`config.mk`:
```
export PLATFORM = sky130hd
export DESIGN_NAME = gpio_and_fault_pin_control
export DESIGN_NICKNAME = d
export VERILOG_FILES = /design/src/rtl/gpio_fault_pkg.sv /design/src/rtl/gpio_and_fault_pin_control.sv
export SDC_FILE = /design/constraint.sdc
export NUM_CORES = 1
export LEC_CHECK = 0
export ABC_AREA = 1
export BUFFER_PORTS_ARGS = -buffer_cell sky130_fd_sc_hd__buf_2
export CAP_MARGIN = 20
export CELL_PAD_IN_SITES_DETAIL_PLACEMENT = 1
export CELL_PAD_IN_SITES_GLOBAL_PLACEMENT = 2
export CORE_ASPECT_RATIO = 0.7
export CORE_MARGIN = 4
export CORE_UTILIZATION = 27
export CTS_BUF_LIST = sky130_fd_sc_hd__clkbuf_4 sky130_fd_sc_hd__clkbuf_8
export DETAILED_ROUTE_END_ITERATION = 8
export GPL_ROUTABILITY_DRIVEN = 0
export PLACE_DENSITY = 0.86
export REMOVE_ABC_BUFFERS = 1
export SLEW_MARGIN = 20
export SYNTH_ARGS = -nofsm -noshare
export SYNTH_HDL_FRONTEND = slang
export SYNTH_SLANG_ARGS = --single-unit
```
`constraint.sdc`:
```
create_clock -name i_clk -period 2 [get_ports i_clk]
set_clock_uncertainty 0.1 [all_clocks]
set_input_delay 0.3 -clock i_clk [delete_from_list [all_inputs] [get_ports i_clk]]
set_output_delay 0.3 -clock i_clk [all_outputs]
set_load 0.005 [all_outputs]
```
`src/rtl/gpio_fault_pkg.sv`:
```
`default_nettype none

package gpio_fault_pkg;

    ////////////////////////////////////////////////////////////////////////////
    // Bus shape
    localparam int ADDR_W = 12;
    localparam int DATA_W = 32;
    localparam int REG_W  = 8;

    // Register indices; byte address is four times the index
    localparam logic [7:0] IDX_PIN_DIR          = 8'h20;
    localparam logic [7:0] IDX_PIN_LEVEL        = 8'h21;
    localparam logic [7:0] IDX_FAULT_SOURCE     = 8'h22;
    localparam logic [7:0] IDX_FAULT_PIN_CONFIG = 8'h23;
    localparam logic [7:0] IDX_CM_BUFFER_CONFIG = 8'h24;

    ////////////////////////////////////////////////////////////////////////////
    // Field positions
    localparam int FSRC_OVERRANGE_BIT = 5;
    localparam int FSRC_INTERNAL_BIT  = 4;
    localparam int FSRC_SERIAL_BIT    = 3;
    localparam int FPIN_OUT_EN_BIT    = 0;
    localparam int FPIN_IN_EN_BIT     = 1;
    localparam int FPIN_IN_STATUS_BIT = 2;
    localparam int CMB_OFF_BIT        = 6;
    localparam int CMB_RATIO_LSB      = 1;
    localparam int CMB_RATIO_W        = 5;
    localparam int CMB_SOURCE_BIT     = 0;
    localparam int FAULT_OUT_PIN      = 7;
    localparam int FAULT_IN_PIN       = 6;

    // Writable bits; everything else is reserved and reads zero, save the fault input status bit
    localparam logic [7:0] FSRC_WMASK = 8'h38;
    localparam logic [7:0] FPIN_WMASK = 8'h03;
    localparam logic [7:0] CMB_WMASK  = 8'h7F;

    // Values after reset
    localparam logic [7:0] PIN_DIR_RESET   = 8'h00;
    localparam logic [7:0] PIN_LEVEL_RESET = 8'h00;
    localparam logic [7:0] FSRC_RESET      = 8'h00;
    localparam logic [7:0] FPIN_RESET      = 8'h00;
    localparam logic [7:0] CMB_RESET       = 8'h00;

    // Fault pin level while a fault is present (active low)
    localparam logic FAULT_PIN_ACTIVE = 1'b0;

    // Ratio numerator over twenty for the half-scale codes
    localparam logic [4:0] RATIO_HALF = 5'h0A;

    ////////////////////////////////////////////////////////////////////////////
    // Grouped signals
    typedef struct packed {
        logic [ADDR_W-1:0] paddr;
        logic              pwrite;
        logic [DATA_W-1:0] pwdata;
        logic [3:0]        pstrb;
    } apb_req_s;

    typedef struct packed {
        logic       overrange;
        logic [4:0] internal;
        logic [3:0] serial;
    } fault_src_s;

endpackage

`default_nettype wire

```
`src/rtl/gpio_and_fault_pin_control.sv`:
```
// Register access over APB was left to the implementer.
`timescale 1ns/100ps
`default_nettype none

module gpio_and_fault_pin_control #(
    parameter int PIN_N = 8
) (
    input  wire logic                           i_clk,
    input  wire logic                           i_reset,
    input  wire logic                           i_psel,
    input  wire logic                           i_penable,
    input  wire gpio_fault_pkg::apb_req_s       i_apb_req,
    output logic                                o_pready,
    output logic                                o_pslverr,
    output logic [gpio_fault_pkg::DATA_W-1:0]   o_prdata,
    input  wire logic [PIN_N-1:0]               i_pin_in,
    output logic [PIN_N-1:0]                    o_pin_out,
    output logic [PIN_N-1:0]                    o_pin_oe,
    input  wire gpio_fault_pkg::fault_src_s     i_fault_src,
    output logic                                o_fault_active,
    output logic                                o_midlevel_buffer_off,
    output logic [gpio_fault_pkg::CMB_RATIO_W-1:0] o_midlevel_ratio_sel,
    output logic                                o_midlevel_source_sel,
    output logic [4:0]                          o_midlevel_numerator
);
    import gpio_fault_pkg::*;

    ////////////////////////////////////////////////////////////////////////////
    // Helpers

    // Byte address of a register index
    // One aligned word per register, so a hit has zero low bits
    function automatic logic [ADDR_W-1:0] reg_addr(input logic [7:0] idx);
        reg_addr = {2'h0, idx, 2'h0};
    endfunction

    // Numerator over twenty for a ratio code; unlisted codes fall back to half
    // Codes 2 to 10 count down from nineteen, 11 to 19 from nine, so
    // ten over twenty comes only from the half-scale codes
    // Half scale for reserved codes keeps the buffer at a safe level
    function automatic logic [4:0] ratio_num(input logic [4:0] code);
        logic [4:0] num;
        num = RATIO_HALF;
        if (code >= 5'h02 && code <= 5'h0A) begin
            num = 5'h15 - code;
        end else if (code >= 5'h0B && code <= 5'h13) begin
            num = 5'h14 - code;
        end
        ratio_num = num;
    endfunction

    ////////////////////////////////////////////////////////////////////////////
    // Registers and internal signals
    // Software-visible registers first
    logic [REG_W-1:0]  pin_dir_reg;
    logic [REG_W-1:0]  pin_level_reg;
    logic [REG_W-1:0]  fault_source_reg;
    logic [REG_W-1:0]  fault_pin_reg;
    logic [REG_W-1:0]  cm_buffer_reg;

    // Pin capture and fault status
    logic [PIN_N-1:0]  pin_meta_reg;
    logic [PIN_N-1:0]  pin_sync_reg;
    logic              fault_in_latch_reg;

    // Output flops
    logic [DATA_W-1:0] prdata_reg;
    logic [PIN_N-1:0]  pin_out_reg;
    logic [PIN_N-1:0]  pin_oe_reg;
    logic              fault_active_reg;

    // Bus decode
    logic              setup_phase;
    logic              access_done;
    logic              wr_done;
    logic              rd_done;
    logic              byte0_en;
    logic              addr_hit;
    logic              sel_dir;
    logic              sel_level;
    logic              sel_fsrc;
    logic              sel_fpin;
    logic              sel_cmb;

    // Fault routing
    logic              fault_out_en;
    logic              fault_in_en;
    logic              fault_in_level;
    logic              fault_next;

    // Read mux
    logic [REG_W-1:0]  level_view;
    logic [REG_W-1:0]  rd_value;

    ////////////////////////////////////////////////////////////////////////////
    // Bus phase decode; zero wait states, so every access ends in one cycle
    // Register bits sit in byte lane 0; a write without that strobe
    // is dropped whole rather than half applied
    assign setup_phase = i_psel & ~i_penable;
    assign access_done = i_psel & i_penable;
    assign wr_done     = access_done & i_apb_req.pwrite & byte0_en & addr_hit;
    assign rd_done     = access_done & ~i_apb_req.pwrite & addr_hit;
    assign byte0_en    = i_apb_req.pstrb[0];
    assign o_pready    = 1'b1;
    // Unmapped addresses answer with an error and read zero
    assign o_pslverr   = access_done & ~addr_hit;

    // Address decode
    // Full compare, so aliases of a register answer with an error
    always_comb begin
        sel_dir   = 1'b0;
        sel_level = 1'b0;
        sel_fsrc  = 1'b0;
        sel_fpin  = 1'b0;
        sel_cmb   = 1'b0;
        if (i_apb_req.paddr == reg_addr(IDX_PIN_DIR)) begin
            sel_dir = 1'b1;
        end else if (i_apb_req.paddr == reg_addr(IDX_PIN_LEVEL)) begin
            sel_level = 1'b1;
        end else if (i_apb_req.paddr == reg_addr(IDX_FAULT_SOURCE)) begin
            sel_fsrc = 1'b1;
        end else if (i_apb_req.paddr == reg_addr(IDX_FAULT_PIN_CONFIG)) begin
            sel_fpin = 1'b1;
        end else if (i_apb_req.paddr == reg_addr(IDX_CM_BUFFER_CONFIG)) begin
            sel_cmb = 1'b1;
        end
    end
    assign addr_hit = sel_dir | sel_level | sel_fsrc | sel_fpin | sel_cmb;

    ////////////////////////////////////////////////////////////////////////////
    // Pin input synchroniser; pins come from outside the clock domain
    // Only the second stage is read; the first may be metastable
    always_ff @(posedge i_clk) begin
        if (i_reset) begin
            pin_meta_reg <= '0;
            pin_sync_reg <= '0;
        end else begin
            pin_meta_reg <= i_pin_in;
            pin_sync_reg <= pin_meta_reg;
        end
    end

    // Fault function overrides the direction bits of pins 6 and 7
    // An upstream pulse shorter than one clock may be missed
    assign fault_out_en   = fault_pin_reg[FPIN_OUT_EN_BIT];
    assign fault_in_en    = fault_pin_reg[FPIN_IN_EN_BIT];
    assign fault_in_level = fault_in_en & pin_sync_reg[FAULT_IN_PIN];

    ////////////////////////////////////////////////////////////////////////////
    // Direction register
    // Zero is input, so every pin floats after reset
    always_ff @(posedge i_clk) begin
        if (i_reset) begin
            pin_dir_reg <= PIN_DIR_RESET;
        end else if (wr_done && sel_dir) begin
            pin_dir_reg <= i_apb_req.pwdata[REG_W-1:0];
        end
    end

    // Level register; only bits of output pins take a write
    // Input bits keep their last value, which reappears on the pin
    // once it is turned into an output again
    always_ff @(posedge i_clk) begin
        if (i_reset) begin
            pin_level_reg <= PIN_LEVEL_RESET;
        end else if (wr_done && sel_level) begin
            pin_level_reg <= (i_apb_req.pwdata[REG_W-1:0] & pin_dir_reg)
                           | (pin_level_reg & ~pin_dir_reg);
        end
    end

    // Fault source select
    // Reserved bits are masked on the way in so they read zero
    always_ff @(posedge i_clk) begin
        if (i_reset) begin
            fault_source_reg <= FSRC_RESET;
        end else if (wr_done && sel_fsrc) begin
            fault_source_reg <= i_apb_req.pwdata[REG_W-1:0] & FSRC_WMASK;
        end
    end

    // Fault pin configuration; status bit is not stored here
    // It is read from the latch below instead
    always_ff @(posedge i_clk) begin
        if (i_reset) begin
            fault_pin_reg <= FPIN_RESET;
        end else if (wr_done && sel_fpin) begin
            fault_pin_reg <= i_apb_req.pwdata[REG_W-1:0] & FPIN_WMASK;
        end
    end

    // Mid-level buffer configuration
    // Bit 7 is reserved and masked off
    always_ff @(posedge i_clk) begin
        if (i_reset) begin
            cm_buffer_reg <= CMB_RESET;
        end else if (wr_done && sel_cmb) begin
            cm_buffer_reg <= i_apb_req.pwdata[REG_W-1:0] & CMB_WMASK;
        end
    end

    ////////////////////////////////////////////////////////////////////////////
    // Fault input latch; a read of the fault pin register clears it, but a
    // fault seen in the same cycle wins; one seen only in the setup phase is cleared without being read
    // Turning the input off clears it too, so no stale event shows
    // when the input is enabled again
    always_ff @(posedge i_clk) begin
        if (i_reset) begin
            fault_in_latch_reg <= 1'b0;
        end else if (fault_in_level) begin
            fault_in_latch_reg <= 1'b1;
        end else if (!fault_in_en || (rd_done && sel_fpin)) begin
            fault_in_latch_reg <= 1'b0;
        end
    end

    ////////////////////////////////////////////////////////////////////////////
    // Fault combine; diagnostic enables live outside, so a source
    // that is not enabled there simply never rises here
    // Pin 6 feeds in whatever the source enables say
    always_comb begin
        fault_next = 1'b0;
        if (fault_source_reg[FSRC_OVERRANGE_BIT] && i_fault_src.overrange) begin
            fault_next = 1'b1;
        end
        if (fault_source_reg[FSRC_INTERNAL_BIT] && (|i_fault_src.internal)) begin
            fault_next = 1'b1;
        end
        if (fault_source_reg[FSRC_SERIAL_BIT] && (|i_fault_src.serial)) begin
            fault_next = 1'b1;
        end
        if (fault_in_level) begin
            fault_next = 1'b1;
        end
    end

    // Registered fault state for the pin and the status port
    // One decision feeds both, so pin 7 and the status never
    // disagree, at the cost of one cycle of latency
    always_ff @(posedge i_clk) begin
        if (i_reset) begin
            fault_active_reg <= 1'b0;
        end else begin
            fault_active_reg <= fault_next;
        end
    end

    ////////////////////////////////////////////////////////////////////////////
    // Pin drivers, registered so the pads never see decode glitches
    // Fault roles override direction bits without changing them, so
    // clearing a role hands the pin back to its stored direction
    always_ff @(posedge i_clk) begin
        if (i_reset) begin
            pin_out_reg <= '0;
            pin_oe_reg  <= '0;
        end else begin
            pin_out_reg <= pin_level_reg;
            pin_oe_reg  <= pin_dir_reg;
            if (fault_in_en) begin
                pin_oe_reg[FAULT_IN_PIN] <= 1'b0;
            end
            if (fault_out_en) begin
                pin_oe_reg[FAULT_OUT_PIN]  <= 1'b1;
                pin_out_reg[FAULT_OUT_PIN] <= fault_next ? FAULT_PIN_ACTIVE
                                                         : ~FAULT_PIN_ACTIVE;
            end
        end
    end
    assign o_pin_out      = pin_out_reg;
    assign o_pin_oe       = pin_oe_reg;
    assign o_fault_active = fault_active_reg;

    ////////////////////////////////////////////////////////////////////////////
    // Read path; input bits show the pin, output bits the stored value
    // Input bits lag the pin by the two synchroniser stages
    assign level_view = (pin_sync_reg & ~pin_dir_reg) | (pin_level_reg & pin_dir_reg);

    always_comb begin
        rd_value = '0;
        if (sel_dir) begin
            rd_value = pin_dir_reg;
        end else if (sel_level) begin
            rd_value = level_view;
        end else if (sel_fsrc) begin
            rd_value = fault_source_reg;
        end else if (sel_fpin) begin
            rd_value = fault_pin_reg;
            rd_value[FPIN_IN_STATUS_BIT] = fault_in_en & fault_in_latch_reg;
        end else if (sel_cmb) begin
            rd_value = cm_buffer_reg;
        end
    end

    // Read data captured in the setup phase, held through the access phase
    // Early capture gives the read mux a full cycle and keeps the
    // data steady while the master samples it
    always_ff @(posedge i_clk) begin
        if (i_reset) begin
            prdata_reg <= '0;
        end else if (setup_phase && !i_apb_req.pwrite) begin
            prdata_reg <= {{(DATA_W-REG_W){1'b0}}, rd_value};
        end
    end
    assign o_prdata = prdata_reg;

    ////////////////////////////////////////////////////////////////////////////
    // Mid-level buffer controls, straight from the register
    // The ratio is passed on even while the fixed level is chosen
    assign o_midlevel_buffer_off = cm_buffer_reg[CMB_OFF_BIT];
    assign o_midlevel_ratio_sel  = cm_buffer_reg[CMB_RATIO_LSB +: CMB_RATIO_W];
    assign o_midlevel_source_sel = cm_buffer_reg[CMB_SOURCE_BIT];

    // Decoded fraction; reserved and unlisted codes give half scale
    // Registered to keep the decode off the path to the analog trim
    always_ff @(posedge i_clk) begin
        if (i_reset) begin
            o_midlevel_numerator <= RATIO_HALF;
        end else begin
            o_midlevel_numerator <= ratio_num(cm_buffer_reg[CMB_RATIO_LSB +: CMB_RATIO_W]);
        end
    end

endmodule

`default_nettype wire

```
==> results.txt, run 1 <==
The largest voltage drop on the vdd net came out at between 0.2 and 0.3 mV. The via count normalized by instance count is 4.434. Per report_power, the combinational group accounts for ~5.7% of the total. The total routed wirelength is around 10000 um. Traced cell by cell, the critical path runs through inv_1 > ha_1 > or2_2 > nand3_1 > nand2_1 > inv_1 > a21oi_1 > a211oi_1. The worst setup path is captured at a flop.

The floorplan has 33 rows. The final hold violation count is 0. The largest individual stage delay along the critical path comes from the cell sky130_fd_sc_hd__dfxtp_1. The post-synthesis sequential element count is 75. The time the final worst path needs with I/O delays and setup came out at between 1.5 and 2 ns.

The overall fraction of global-route tracks in use came out at 14.43%. The placed instance area is between 0.003 and 0.004 mm2. Of all nets on the critical path, the largest fanout is 6. The average size of a mapped cell came out at between 7 and 8 um2. The setup TNS came out at 0 ns. The number of H-tree branching levels is 3. The largest net degree at the start of global routing came out at 39. The total standard cell area after synthesis came out at ~0.0034 mm2. The net switching share of the total power came out at 23.77%. TritonCTS built the clock tree.

In this run the worst setup path begins at cm_buffer_reg[2]. The largest total area in the synthesized netlist belongs to sky130_fd_sc_hd__dfxtp_1. The synthesis warning total came out at 0. The number of antenna diodes came out at 0. The footprint of the multi-input gates came out at 0.001466 mm2. The slack of the worst reg-to-reg path came out at 0.22 ns.

The vertical die dimension came out at just over 100 um. The DRC violation count after routing came out at 0. The net count reported at finish came out at around 610. The number of resized instances in the post-cts repair step is 0.

The sequential share of power came out at around half. The average wire per cell in the routed design came out at approximately 15 um. The total leakage power came out at about 2.0 nW.

In this run, post-CTS hold repair placed 0 buffers. After synthesis, the share of flip-flops with an asynchronous set or reset is 0%. On the critical path the largest part of the delay comes from simple AND/OR/NAND/NOR gates. Setup repair after global routing left no endpoint under its margin.

The worst setup path is launched from a flop. The number of setup buffers added after CTS is 0. The count of different cell masters after synthesis came out at 36. Summing all flip-flop and latch instances after layout gives between 0.0015 and 0.002 mm2. The run finished with clean final reports. The cell that appears most often on the critical path is sky130_fd_sc_hd__inv_1.

The die covers between 0.01 and 0.015 mm2. The fill cell instance count of the final layout is 1506. The number of max-capacitance violations reported came out at 0. The clock-pin slew on the worst setup and hold paths came out at 0.08 ns.

The number of antenna violations at the first check in global routing is 2. The via count of the first global-routing pass is about 3200. The total number of clock tree sinks came out at 75.

The cell area after layout is just over 0.004 mm2. The initial core utilization is about 28%. The buffering stage count on the worst path with inverters included is 2. In this run, the number of DRC markers left after iteration 0 of detailed routing was 179.

The number of antenna-violating nets in the routed design came out at 0. The routed layout has a little over 3000 vias. Of the cells placed in the final design, the portion with a size suffix greater than 1 is between 20% and 30%. The capture point of the critical path is o_midlevel_numerator[0].

The max-slew violation count came to 0. The beginning of the worst register-to-register path is cm_buffer_reg[2]. The count of buffers added on input and output ports is 81. The total chip power came out at a little over 3 mW. The kind of critical path is reg -> reg. The worst register-to-register path ends at o_midlevel_numerator[0]. Counting the buffers created by CTS gives 9.

The worst path required time is between 2 and 2.5 ns. The I/O pin count is approximately 130. The cell count along the critical path is 8. The gate count of the mapped netlist is ~450. The count of flip-flops with a built-in enable after synthesis is 0.

The global-route wire length before repair came out at 16190 um. The final critical-path share of the clock period is roughly 89%. The endpoint arrival time on the critical path came out at just under 2 ns. The half-perimeter wire length of the detailed placement result is 7812 um. The clock share of power is around 45%. The top cell type's share of synthesized area came out at approximately 44%. The leftover overflow at the end of global routing came out at 0. Internal power comes to between 2 and 2.5 mW.

The area growth from synthesis to layout is 22.88%. Sequential elements use around 44% of the synthesized area. Among all flip-flop cells after synthesis, the most frequent one is sky130_fd_sc_hd__dfxtp_1. The detailed-routing iteration count for the pre-antenna-repair pass is 4. The largest incremental delay on the critical path came out at 0.39 ns. The final worst hold slack came out at between 0.03 and 0.04 ns.

Yosys instantiated no cell more often than sky130_fd_sc_hd__dfxtp_1. The core region area came out at 0.01197 mm2. The highest achievable clock rate is between 0.5 and 0.6 GHz. Measured on the finished design, the core utilization comes to approximately 35%. The switching power is just over 700 uW. Yosys attributes the largest share of cell area to sky130_fd_sc_hd__dfxtp_1 (44%), sky130_fd_sc_hd__nand2_1 (7.5%), sky130_fd_sc_hd__inv_1 (6.8%). The commonest cells after synthesis are sky130_fd_sc_hd__dfxtp_1 (75), sky130_fd_sc_hd__nand2_1 (67), sky130_fd_sc_hd__inv_1 (61). The final number of setup-violating endpoints is 0. The horizontal die dimension is 141.6 um. The min-delay analysis places its worst path in the category in -> reg. The clock latency reported for the late side of the worst-skew pair came out at 0.36 ns.

The worst-case reg-to-reg path depth came out at 8. The cell sitting at the root of the clock tree is a sky130_fd_sc_hd__clkbuf_8. The clock tree buffer depth is 2. Dividing total power by cell area gives a power density of approximately 740 mW/mm2.
## per-stage QoR
stage | setup slack [ns] | instances
floorplan | 0.1448 | 431
detailed placement | -0.03885 | 682
global route | 0.03703 | 698
finish | 0.2223 | 698
global placement | 0.007528 | 682
CTS | 0.2253 | 698
## worst min-delay path by stage
stage / from / endpoint / cells after the start
floorplan: i_reset / fault_in_latch_reg / 1
global placement: pin_meta_reg[3] / pin_sync_reg[3] / 2
detailed placement: pin_meta_reg[1] / pin_sync_reg[1] / 2
CTS: i_pin_in[0] / pin_meta_reg[0] / 3
global route: i_pin_in[0] / pin_meta_reg[0] / 3
finish: i_pin_in[1] / pin_meta_reg[1] / 3
## metal layers
layer	GRT usage, %	vias up	part of all wire (%)
li1	-	1561	-
met1	19.71	1420	48
met2	21.38	89	43
met3	5.050	21	6.6
met4	4.646	4	1.6
met5	0	-	0.34
## placed cells by master (no fill, tap or decap), types with 3 or more instances in the layout
cell type                  synthesis  layout
sky130_fd_sc_hd__ha_1              6       6
sky130_fd_sc_hd__nand4_1           9       9
sky130_fd_sc_hd__conb_1            2      25
sky130_fd_sc_hd__nor3_1            3       3
sky130_fd_sc_hd__inv_1            61      61
sky130_fd_sc_hd__a21oi_2           6       6
sky130_fd_sc_hd__buf_2             4      81
sky130_fd_sc_hd__dfxtp_1          75      75
sky130_fd_sc_hd__nand2_2           3       3
sky130_fd_sc_hd__buf_4            25      12
sky130_fd_sc_hd__a21oi_1          44      44
sky130_fd_sc_hd__nor2_1           50      50
sky130_fd_sc_hd__nand2_1          67      67
sky130_fd_sc_hd__nand3_1          27      27
sky130_fd_sc_hd__clkbuf_8          0      10
sky130_fd_sc_hd__o21ai_0          30      30
## worst reg2reg max path, cell delays in order (launching register included)
cell and delay (ns):
sky130_fd_sc_hd__dfxtp_1 0.39, sky130_fd_sc_hd__inv_1 0.12, sky130_fd_sc_hd__ha_1 0.23, sky130_fd_sc_hd__or2_2 0.27, sky130_fd_sc_hd__nand3_1 0.08, sky130_fd_sc_hd__nand2_1 0.12
sky130_fd_sc_hd__inv_1 0.14, sky130_fd_sc_hd__a21oi_1 0.06, sky130_fd_sc_hd__a211oi_1 0.18
## cell type report
class / count / share of cell area (%)
well taps: 157 / 4.737
multi-input cells: 294 / 35.37
flip-flops and latches: 75 / 36.21
clock buffers: 10 / 3.319
clock inverters: 6 / 2.323
repair buffers: 94 / 12.43
inverters: 62 / 5.613
## power groups by stage
| stage | clock network (mW) | registers [mW] | logic [mW] |
|---|---|---|---|
| 6_report | 1.36 | 1.51 | 0.175 |
| 5_1_grt | 1.47 | 1.52 | 0.200 |
| 4_1_cts | 1.41 | 1.51 | 0.176 |
| 3_5_place_dp | 0 | 1.55 | 0.175 |
| 3_3_place_gp | 0 | 1.55 | 0.168 |
| 2_1_floorplan | 0 | 1.55 | 0.0722 |
## kinds of logic (layout without fill, tap and decap cells)
kind of cell               count (synthesis)  in the layout  share of synthesized area, %
buffers and inverters                    101            172                         14.61
AOI/OAI and AO/OA                         91             91                         14.91
and+or+nand+nor                          169            169                         22.77
other                                      2             25                        0.2226
adders and majority gates                  6              6                         2.225
DFF                                       75             75                         44.49
xor gates and xnor gates                   3              3                        0.7788
(Power assumes the default switching activity.)
==> run 2, diff against run 1 <==
- CORE_UTILIZATION: 27 -> 26
- CTS_BUF_LIST: sky130_fd_sc_hd__clkbuf_4 sky130_fd_sc_hd__clkbuf_8 -> default
- PLACE_DENSITY: 0.86 -> 0.84
==> run 2 against run 1 <==
  * Worst hold slack better by 0.021 ns
  * Sequential power about the same
  * Sequential share of layout area down 0.43 points
  * Setup slack worse by 0.0085 ns
  * Global-route usage down 0.20 points
  * Highest routed layer unchanged
  * Non-clock buffer count down 2
  * Critical path type unchanged
  * Via count down 1.2%
  * Core utilization down 1.2 points
  * Maximum frequency down 0.47%
==> results.txt, run 2 (same netlist as run 1, synthesis figures left out) <==
The number of setup buffers added after CTS came out at 0. The worst path required time came out at roughly 2.1 ns. The floorplan step defined a die boundary enclosing 0.01489 mm2.

The beginning of the worst register-to-register path is cm_buffer_reg[2]. The clock-pin slew on the worst setup and hold paths came out at roughly 0.060 ns. The DRC violation count after routing came out at 0. In this run the deepest clock path goes through 2 buffers. The TritonCTS clock tree is yes. The via count of the first global-routing pass is 3087. The initial DRC count is 238. The critical path goes through buf_4 > ha_1 > nand2_1 > nor2_1 > o21ai_0 > nand2_1 > a21oi_1 > o21ai_0.

The number of instances on the worst hold path is 3. The area growth from synthesis to layout is 24.36%. The count of vias placed by the detailed router came out at approximately 3100.

The slowest stage of the critical path is the sky130_fd_sc_hd__o21ai_0 cell. The overall fraction of global-route tracks in use is 14.23%. The max-slew violation count came out at 0.

The cell sitting at the root of the clock tree is a sky130_fd_sc_hd__clkbuf_16. The total chip power is ~3.3 mW. At the pin with the least slew margin, the transition time is 0.4983 ns. TritonCTS created 9 clock buffers. Setup repair after global routing left no endpoint under its margin. The horizontal die dimension is between 100 and 150 um. The net count reported at finish came out at between 600 and 700. The number of H-tree branching levels is 3. The total routed wirelength came out at ~10000 um.

The launching element type of the critical path is a flop. Once the clock tree was built, the resizer swapped 0 gates to a different size. The final critical-path share of the clock period came out at 89.31%. The final number of setup-violating endpoints is 0. The slack of the worst reg-to-reg path came out at 0.21 ns. The critical path in this run is classified as reg -> reg. The largest driver fanout on the critical path is 7. The number of antenna-violating nets in the routed design came out at 0. The leftover overflow at the end of global routing came out at 0. The clock latency reported for the late side of the worst-skew pair came out at around 0.34 ns. The flow ran to the end, and the final reports show no timing, DRC or antenna violations.

The number of max-capacitance violations reported came out at 0. The vertical die dimension came out at just over 100 um. The power per cell area came out at between 700 and 800 mW/mm2. Dividing the detail-routed wire length by the instance count gives 14.52 um. For hold timing, the worst endpoint is pin_meta_reg[0]. The floorplan step defined a core boundary enclosing about 0.013 mm2.

In this run the tightest slew margin relative to its limit is between 60% and 70%. The final hold violation count came to 0. For this configuration, the core starts out at a cell density of a little over a quarter. The placed instance area came out at around 0.0039 mm2. The start point of the worst min-delay path is i_pin_in[0]. The share of final-layout standard cells stronger than drive strength 1 is 23.56%. The endpoint of the most critical register-to-register path is o_midlevel_numerator[3].

The number of antenna violations at the first check in global routing came to 1. The floorplan row count came out at 34. Entering global routing, the biggest net connects 32 pins. The I/O pin count came out at between 100 and 150.

The placed cell count came out at 685. The total leakage power is 2.048 nW. 0 antenna diodes ended up in the layout. Counting cells, the worst reg-to-reg path comes to 8. Leaving out fill and tap cells, the most frequent cells in the layout are sky130_fd_sc_hd__buf_2 (81), sky130_fd_sc_hd__dfxtp_1 (75), sky130_fd_sc_hd__nand2_1 (67). The final worst hold slack came out at 0.05949 ns. The largest voltage drop on the vdd net is 0.3922 mV. Leaving out fill and tap cells, the most frequent cell in the layout is sky130_fd_sc_hd__buf_2.

The total number of clock tree sinks came out at 75. The half-perimeter wire length of the detailed placement result is ~8000 um. In this run the worst hold path is classified as in -> reg. The nature of the critical path endpoint is a flop. The fill cell instance count of the final layout came out at 1567. Excluding fillers, the count of instances in the completed layout stands at roughly 700. The endpoint arrival time on the critical path is between 1.5 and 2 ns.

After routing the design area is about 0.0042 mm2. After detailed routing, the number of vias per cell comes to roughly 4.4. Before antenna repair, the detailed router went through 4 iterations. The largest single stage delay on the critical path is 0.41 ns.

The highest achievable clock rate is ~0.56 GHz. The setup TNS came out at 0 ns. The first global-routing pass estimated between 15000 and 20000 um of wire. Buffers inserted to repair hold after CTS numbered 0.

In this run the tool buffered the top-level ports with between 80 and 90 buffer cells. The time the final worst path needs with I/O delays and setup is approximately 1.8 ns.
==> run 2: worst max-delay path by stage <==
stage | slack (ns) | startpoint | cells after the start | to
2_1_floorplan | 0.14 | i_apb_req[48] | 8 | flop
3_3_place_gp | 0.10 | i_apb_req[41] | 9 | flop
3_5_place_dp | 0.04 | i_apb_req[46] | 9 | flop
4_1_cts | 0.24 | cm_buffer_reg[2] | 6 | o_midlevel_numerator[4]
5_1_grt | 0.04 | cm_buffer_reg[2] | 8 | o_midlevel_numerator[3]
6_report | 0.21 | cm_buffer_reg[2] | 8 | o_midlevel_numerator[3]
==> run 2: final cells by class <==
| class | count | area (um2) | share of cell area (%) |
|---|---|---|---|
| multi-input combinational | 294 | 1466 | 34.94 |
| timing repair buffer | 92 | 488.0 | 11.63 |
| tap | 162 | 202.7 | 4.830 |
| clock inverter | 7 | 80.08 | 1.908 |
| clock buffer | 9 | 225.2 | 5.367 |
| sequential | 75 | 1501 | 35.78 |
| inverter | 62 | 232.7 | 5.546 |
==> run 2: power by group <==
group / switching, mW / leakage (nW) / internal, mW / total (mW)
registers: 0.00472 / 0.608 / 1.51 / 1.52
logic: 0.111 / 1.29 / 0.0611 / 0.172
clock network: 0.675 / 0.149 / 0.985 / 1.66
==> run 2: metrics by stage <==
| stage | setup slack [ns] | util, % |
|---|---|---|
| detailed placement | 0.04346 | 31.01 |
| global placement | 0.1009 | 31.01 |
| floorplan | 0.1448 | - |
| global route | 0.03917 | 33.44 |
| finish | 0.2139 | 33.44 |
| CTS | 0.2362 | 33.44 |
==> run 2: worst max-delay path: cells and delay by family, from the launching register on <==
| kind | cells | cell delay [ns] |
|---|---|---|
| buf+inv | 1 | 0.16 |
| compound gates | 3 | 0.62 |
| fa+ha+maj | 1 | 0.21 |
| flops | 1 | 0.31 |
| simple gates | 3 | 0.26 |
==> run 2: metal layers <==
metal | track usage (%) | share of wire, %
met1 | 19.84 | 50
met5 | 0 | 0.069
met3 | 5.423 | 6.5
met2 | 20.84 | 43
met4 | 3.441 | 0.87
==> run 3, diff against run 2 <==
- BUFFER_PORTS_ARGS: -buffer_cell sky130_fd_sc_hd__buf_2 -> default
- CORE_UTILIZATION: 26 -> 33
- DONT_BUFFER_PORTS: default -> 1
- PLACE_DENSITY: 0.84 -> 0.81
==> run 3 against run 2 <==
  * Setup slack worse by 0.0019 ns
  * Sequential cell count unchanged
  * Routed wire length is 6.0% lower
  * Critical endpoint is now o_midlevel_numerator[0]
  * Largest cell class unchanged
  * Highest routed layer is now met4
==> results.txt, run 3 (same netlist as run 1, synthesis figures left out) <==
The initial DRC count came out at a little over 100. The beginning of the worst register-to-register path is cm_buffer_reg[2]. The start point of the critical path is cm_buffer_reg[2]. The final critical-path setup slack came out at about 0.21 ns.

The count of vias placed by the detailed router is 2795. The floorplan step set the die width to 128.9 um. The time the final worst path needs with I/O delays and setup is roughly 1.8 ns. The total chip power came out at about 3.6 mW.

The average wire per cell in the routed design is about 16 um. The via count of the first global-routing pass was between 2000 and 3000. The total number of clock tree sinks is 75. Setup violations remaining at the end of the flow were counted as 0.

The count of buffers added on input and output ports is 0. The half-perimeter wire length of the detailed placement result came out at slightly above 7000 um. The largest driver fanout on the critical path came out at 6.

The I/O pin count is between 100 and 150. The number of H-tree branching levels came out at 3. Leaving out fill and tap cells, the most frequent cells in the layout are sky130_fd_sc_hd__dfxtp_1 (74), sky130_fd_sc_hd__nand2_1 (67), sky130_fd_sc_hd__inv_1 (61). The floorplan row count came out at 30. The detailed-routing iteration count for the pre-antenna-repair pass came out at 4.

Leaving out fill and tap cells, the most frequent cell in the layout is sky130_fd_sc_hd__dfxtp_1. For this design the ratio of total power to cell area is 915.0 mW/mm2. The pre-CTS worst setup slack came out at 0.1441 ns. The leftover overflow at the end of global routing is 0.

The count of nets left with antenna violations once routing finished came out at 0. TritonCTS built the clock tree. The slack of the worst reg-to-reg path came out at ~0.21 ns. In this run the vertical extent of the chip is roughly 93 um.

Once the floorplan was initialized, standard cells occupied around a third of the core. The clock buffer count from CTS is 9. The most critical setup path has its endpoint at o_midlevel_numerator[0]. In this run the clock root is driven by a sky130_fd_sc_hd__clkbuf_16. The clock-pin slew on the worst setup and hold paths came out at roughly 0.06 ns.

The final critical-path share of the clock period is 89.40%. Counting cells, the worst reg-to-reg path comes to 8. The setup TNS is 0 ns. The endpoint identified for the worst register-to-register timing path is o_midlevel_numerator[0].

The global-route wire length before repair is 15210 um. The core region area came out at between 0.009 and 0.01 mm2. The max-slew violation count is 0. The total routed wirelength is about 9600 um.

In this run the worst hold path is classified as in -> reg. The number of max-capacitance violations reported is 0. In the final layout, the share of cells above drive strength 1 is 9.677%. The net count reported at finish came out at roughly 540.

The run finished with clean final reports. The worst path required time came out at between 2 and 2.5 ns. The number of antenna violations at the first check in global routing was 0.

At the later pin of the worst-skew pair, clock insertion delay measures 0.34 ns. The highest achievable clock rate is between 0.5 and 0.6 GHz. The total leakage power is about 1.7 nW.

The number of antenna diodes is 0. Entering global routing, the biggest net connects 39 pins. The area growth from synthesis to layout is 14.98%. The total die area came out at between 0.01 and 0.015 mm2. The DRC violation count after routing is 0.

The final hold violation count came out at 0. The overall fraction of global-route tracks in use came out at between 10% and 20%. The worst setup path is of the reg -> reg kind.

No sink is reached through more buffers than the 2 on the longest clock path. The number of setup buffers added after CTS is 0. Setup repair after global routing left no endpoint under its margin.

STA classifies the critical path startpoint as a flop. The via count normalized by instance count is approximately 4.7. STA classifies the critical path endpoint as a flop.

The endpoint arrival time on the critical path came out at between 1.5 and 2 ns. The largest voltage drop on the vdd net came out at ~0.45 mV.
## run 3: cell count changes in the layout (fill, tap and decap cells not counted), sizes merged
| cell | previous run | this run |
|---|---|---|
| buf | 92 | 10 |
| dlygate4sd3 | 0 | 8 |
| bufinv | 1 | 3 |
| clkbuf | 9 | 11 |
| inv | 66 | 64 |
| clkinv | 1 | 0 |
| clkinvlp | 1 | 0 |
## run 3: routing by layer
layer / vias to the layer above / track usage [%] / wire, um
met2: 73 / 25.17 / 4239
met3: 11 / 5.879 / 714
met5: - / 0 / 0
li1: 1416 / - / -
met4: 0 / 6.119 / 137
met1: 1295 / 21.85 / 4474
## run 3: repair_timing
action / in CTS / in global routing
endpoints found under the hold margin: 38 / 0
resized for setup: 0 / 2
hold buffers: 9 / 0
endpoints found under the setup margin: 0 / 3
## run 3: power breakdown
part | switching, mW | internal, mW
registers | 0.00515 | 1.51
clock network | 0.644 | 1.26
logic | 0.0858 | 0.0434
## run 3: layout make-up
cell class,count,area (um2)
Clock buffer,11,242.7
Clock inverter,5,107.6
Fill cell,1204,5954
Inverter,62,232.7
Multi-Input combinational cell,294,1466
Sequential cell,75,1503
Tap cell,128,160.2
Timing Repair Buffer,18,167.7
## run 3: how the worst min path moves through the flow
stage | startpoint | end | slack [ns] | cells after the start
after global routing | i_apb_req[10] | flop | 0.04 | 2
after CTS | i_apb_req[11] | flop | 0.02 | 2
after detailed placement | i_reset | o_prdata[2] | 0.28 | 1
final | i_apb_req[10] | flop | 0.03 | 2
after global placement | i_reset | o_prdata[2] | 0.28 | 1
after floorplan | i_reset | fault_in_latch_reg | 0.27 | 1
## run 3: through the flow
step	hold WS, ns	util (%)	instance area, um2	cells
2_1_floorplan	0.2691	-	3201	431
3_3_place_gp	0.2777	34.86	3428	568
3_5_place_dp	0.2805	34.86	3428	568
4_1_cts	0.02469	39.44	3879	593
5_1_grt	0.03845	39.45	3880	593
6_report	0.03182	39.45	3880	593
## run 3: critical path, cell delays in order, from the launching register on
cell and delay [ns]:
sky130_fd_sc_hd__dfxtp_2 0.37, sky130_fd_sc_hd__inv_1 0.10, sky130_fd_sc_hd__ha_1 0.22, sky130_fd_sc_hd__or2_2 0.28, sky130_fd_sc_hd__nand3_1 0.08, sky130_fd_sc_hd__nand2_1 0.13
sky130_fd_sc_hd__inv_1 0.16, sky130_fd_sc_hd__a21oi_1 0.06, sky130_fd_sc_hd__a211oi_1 0.18
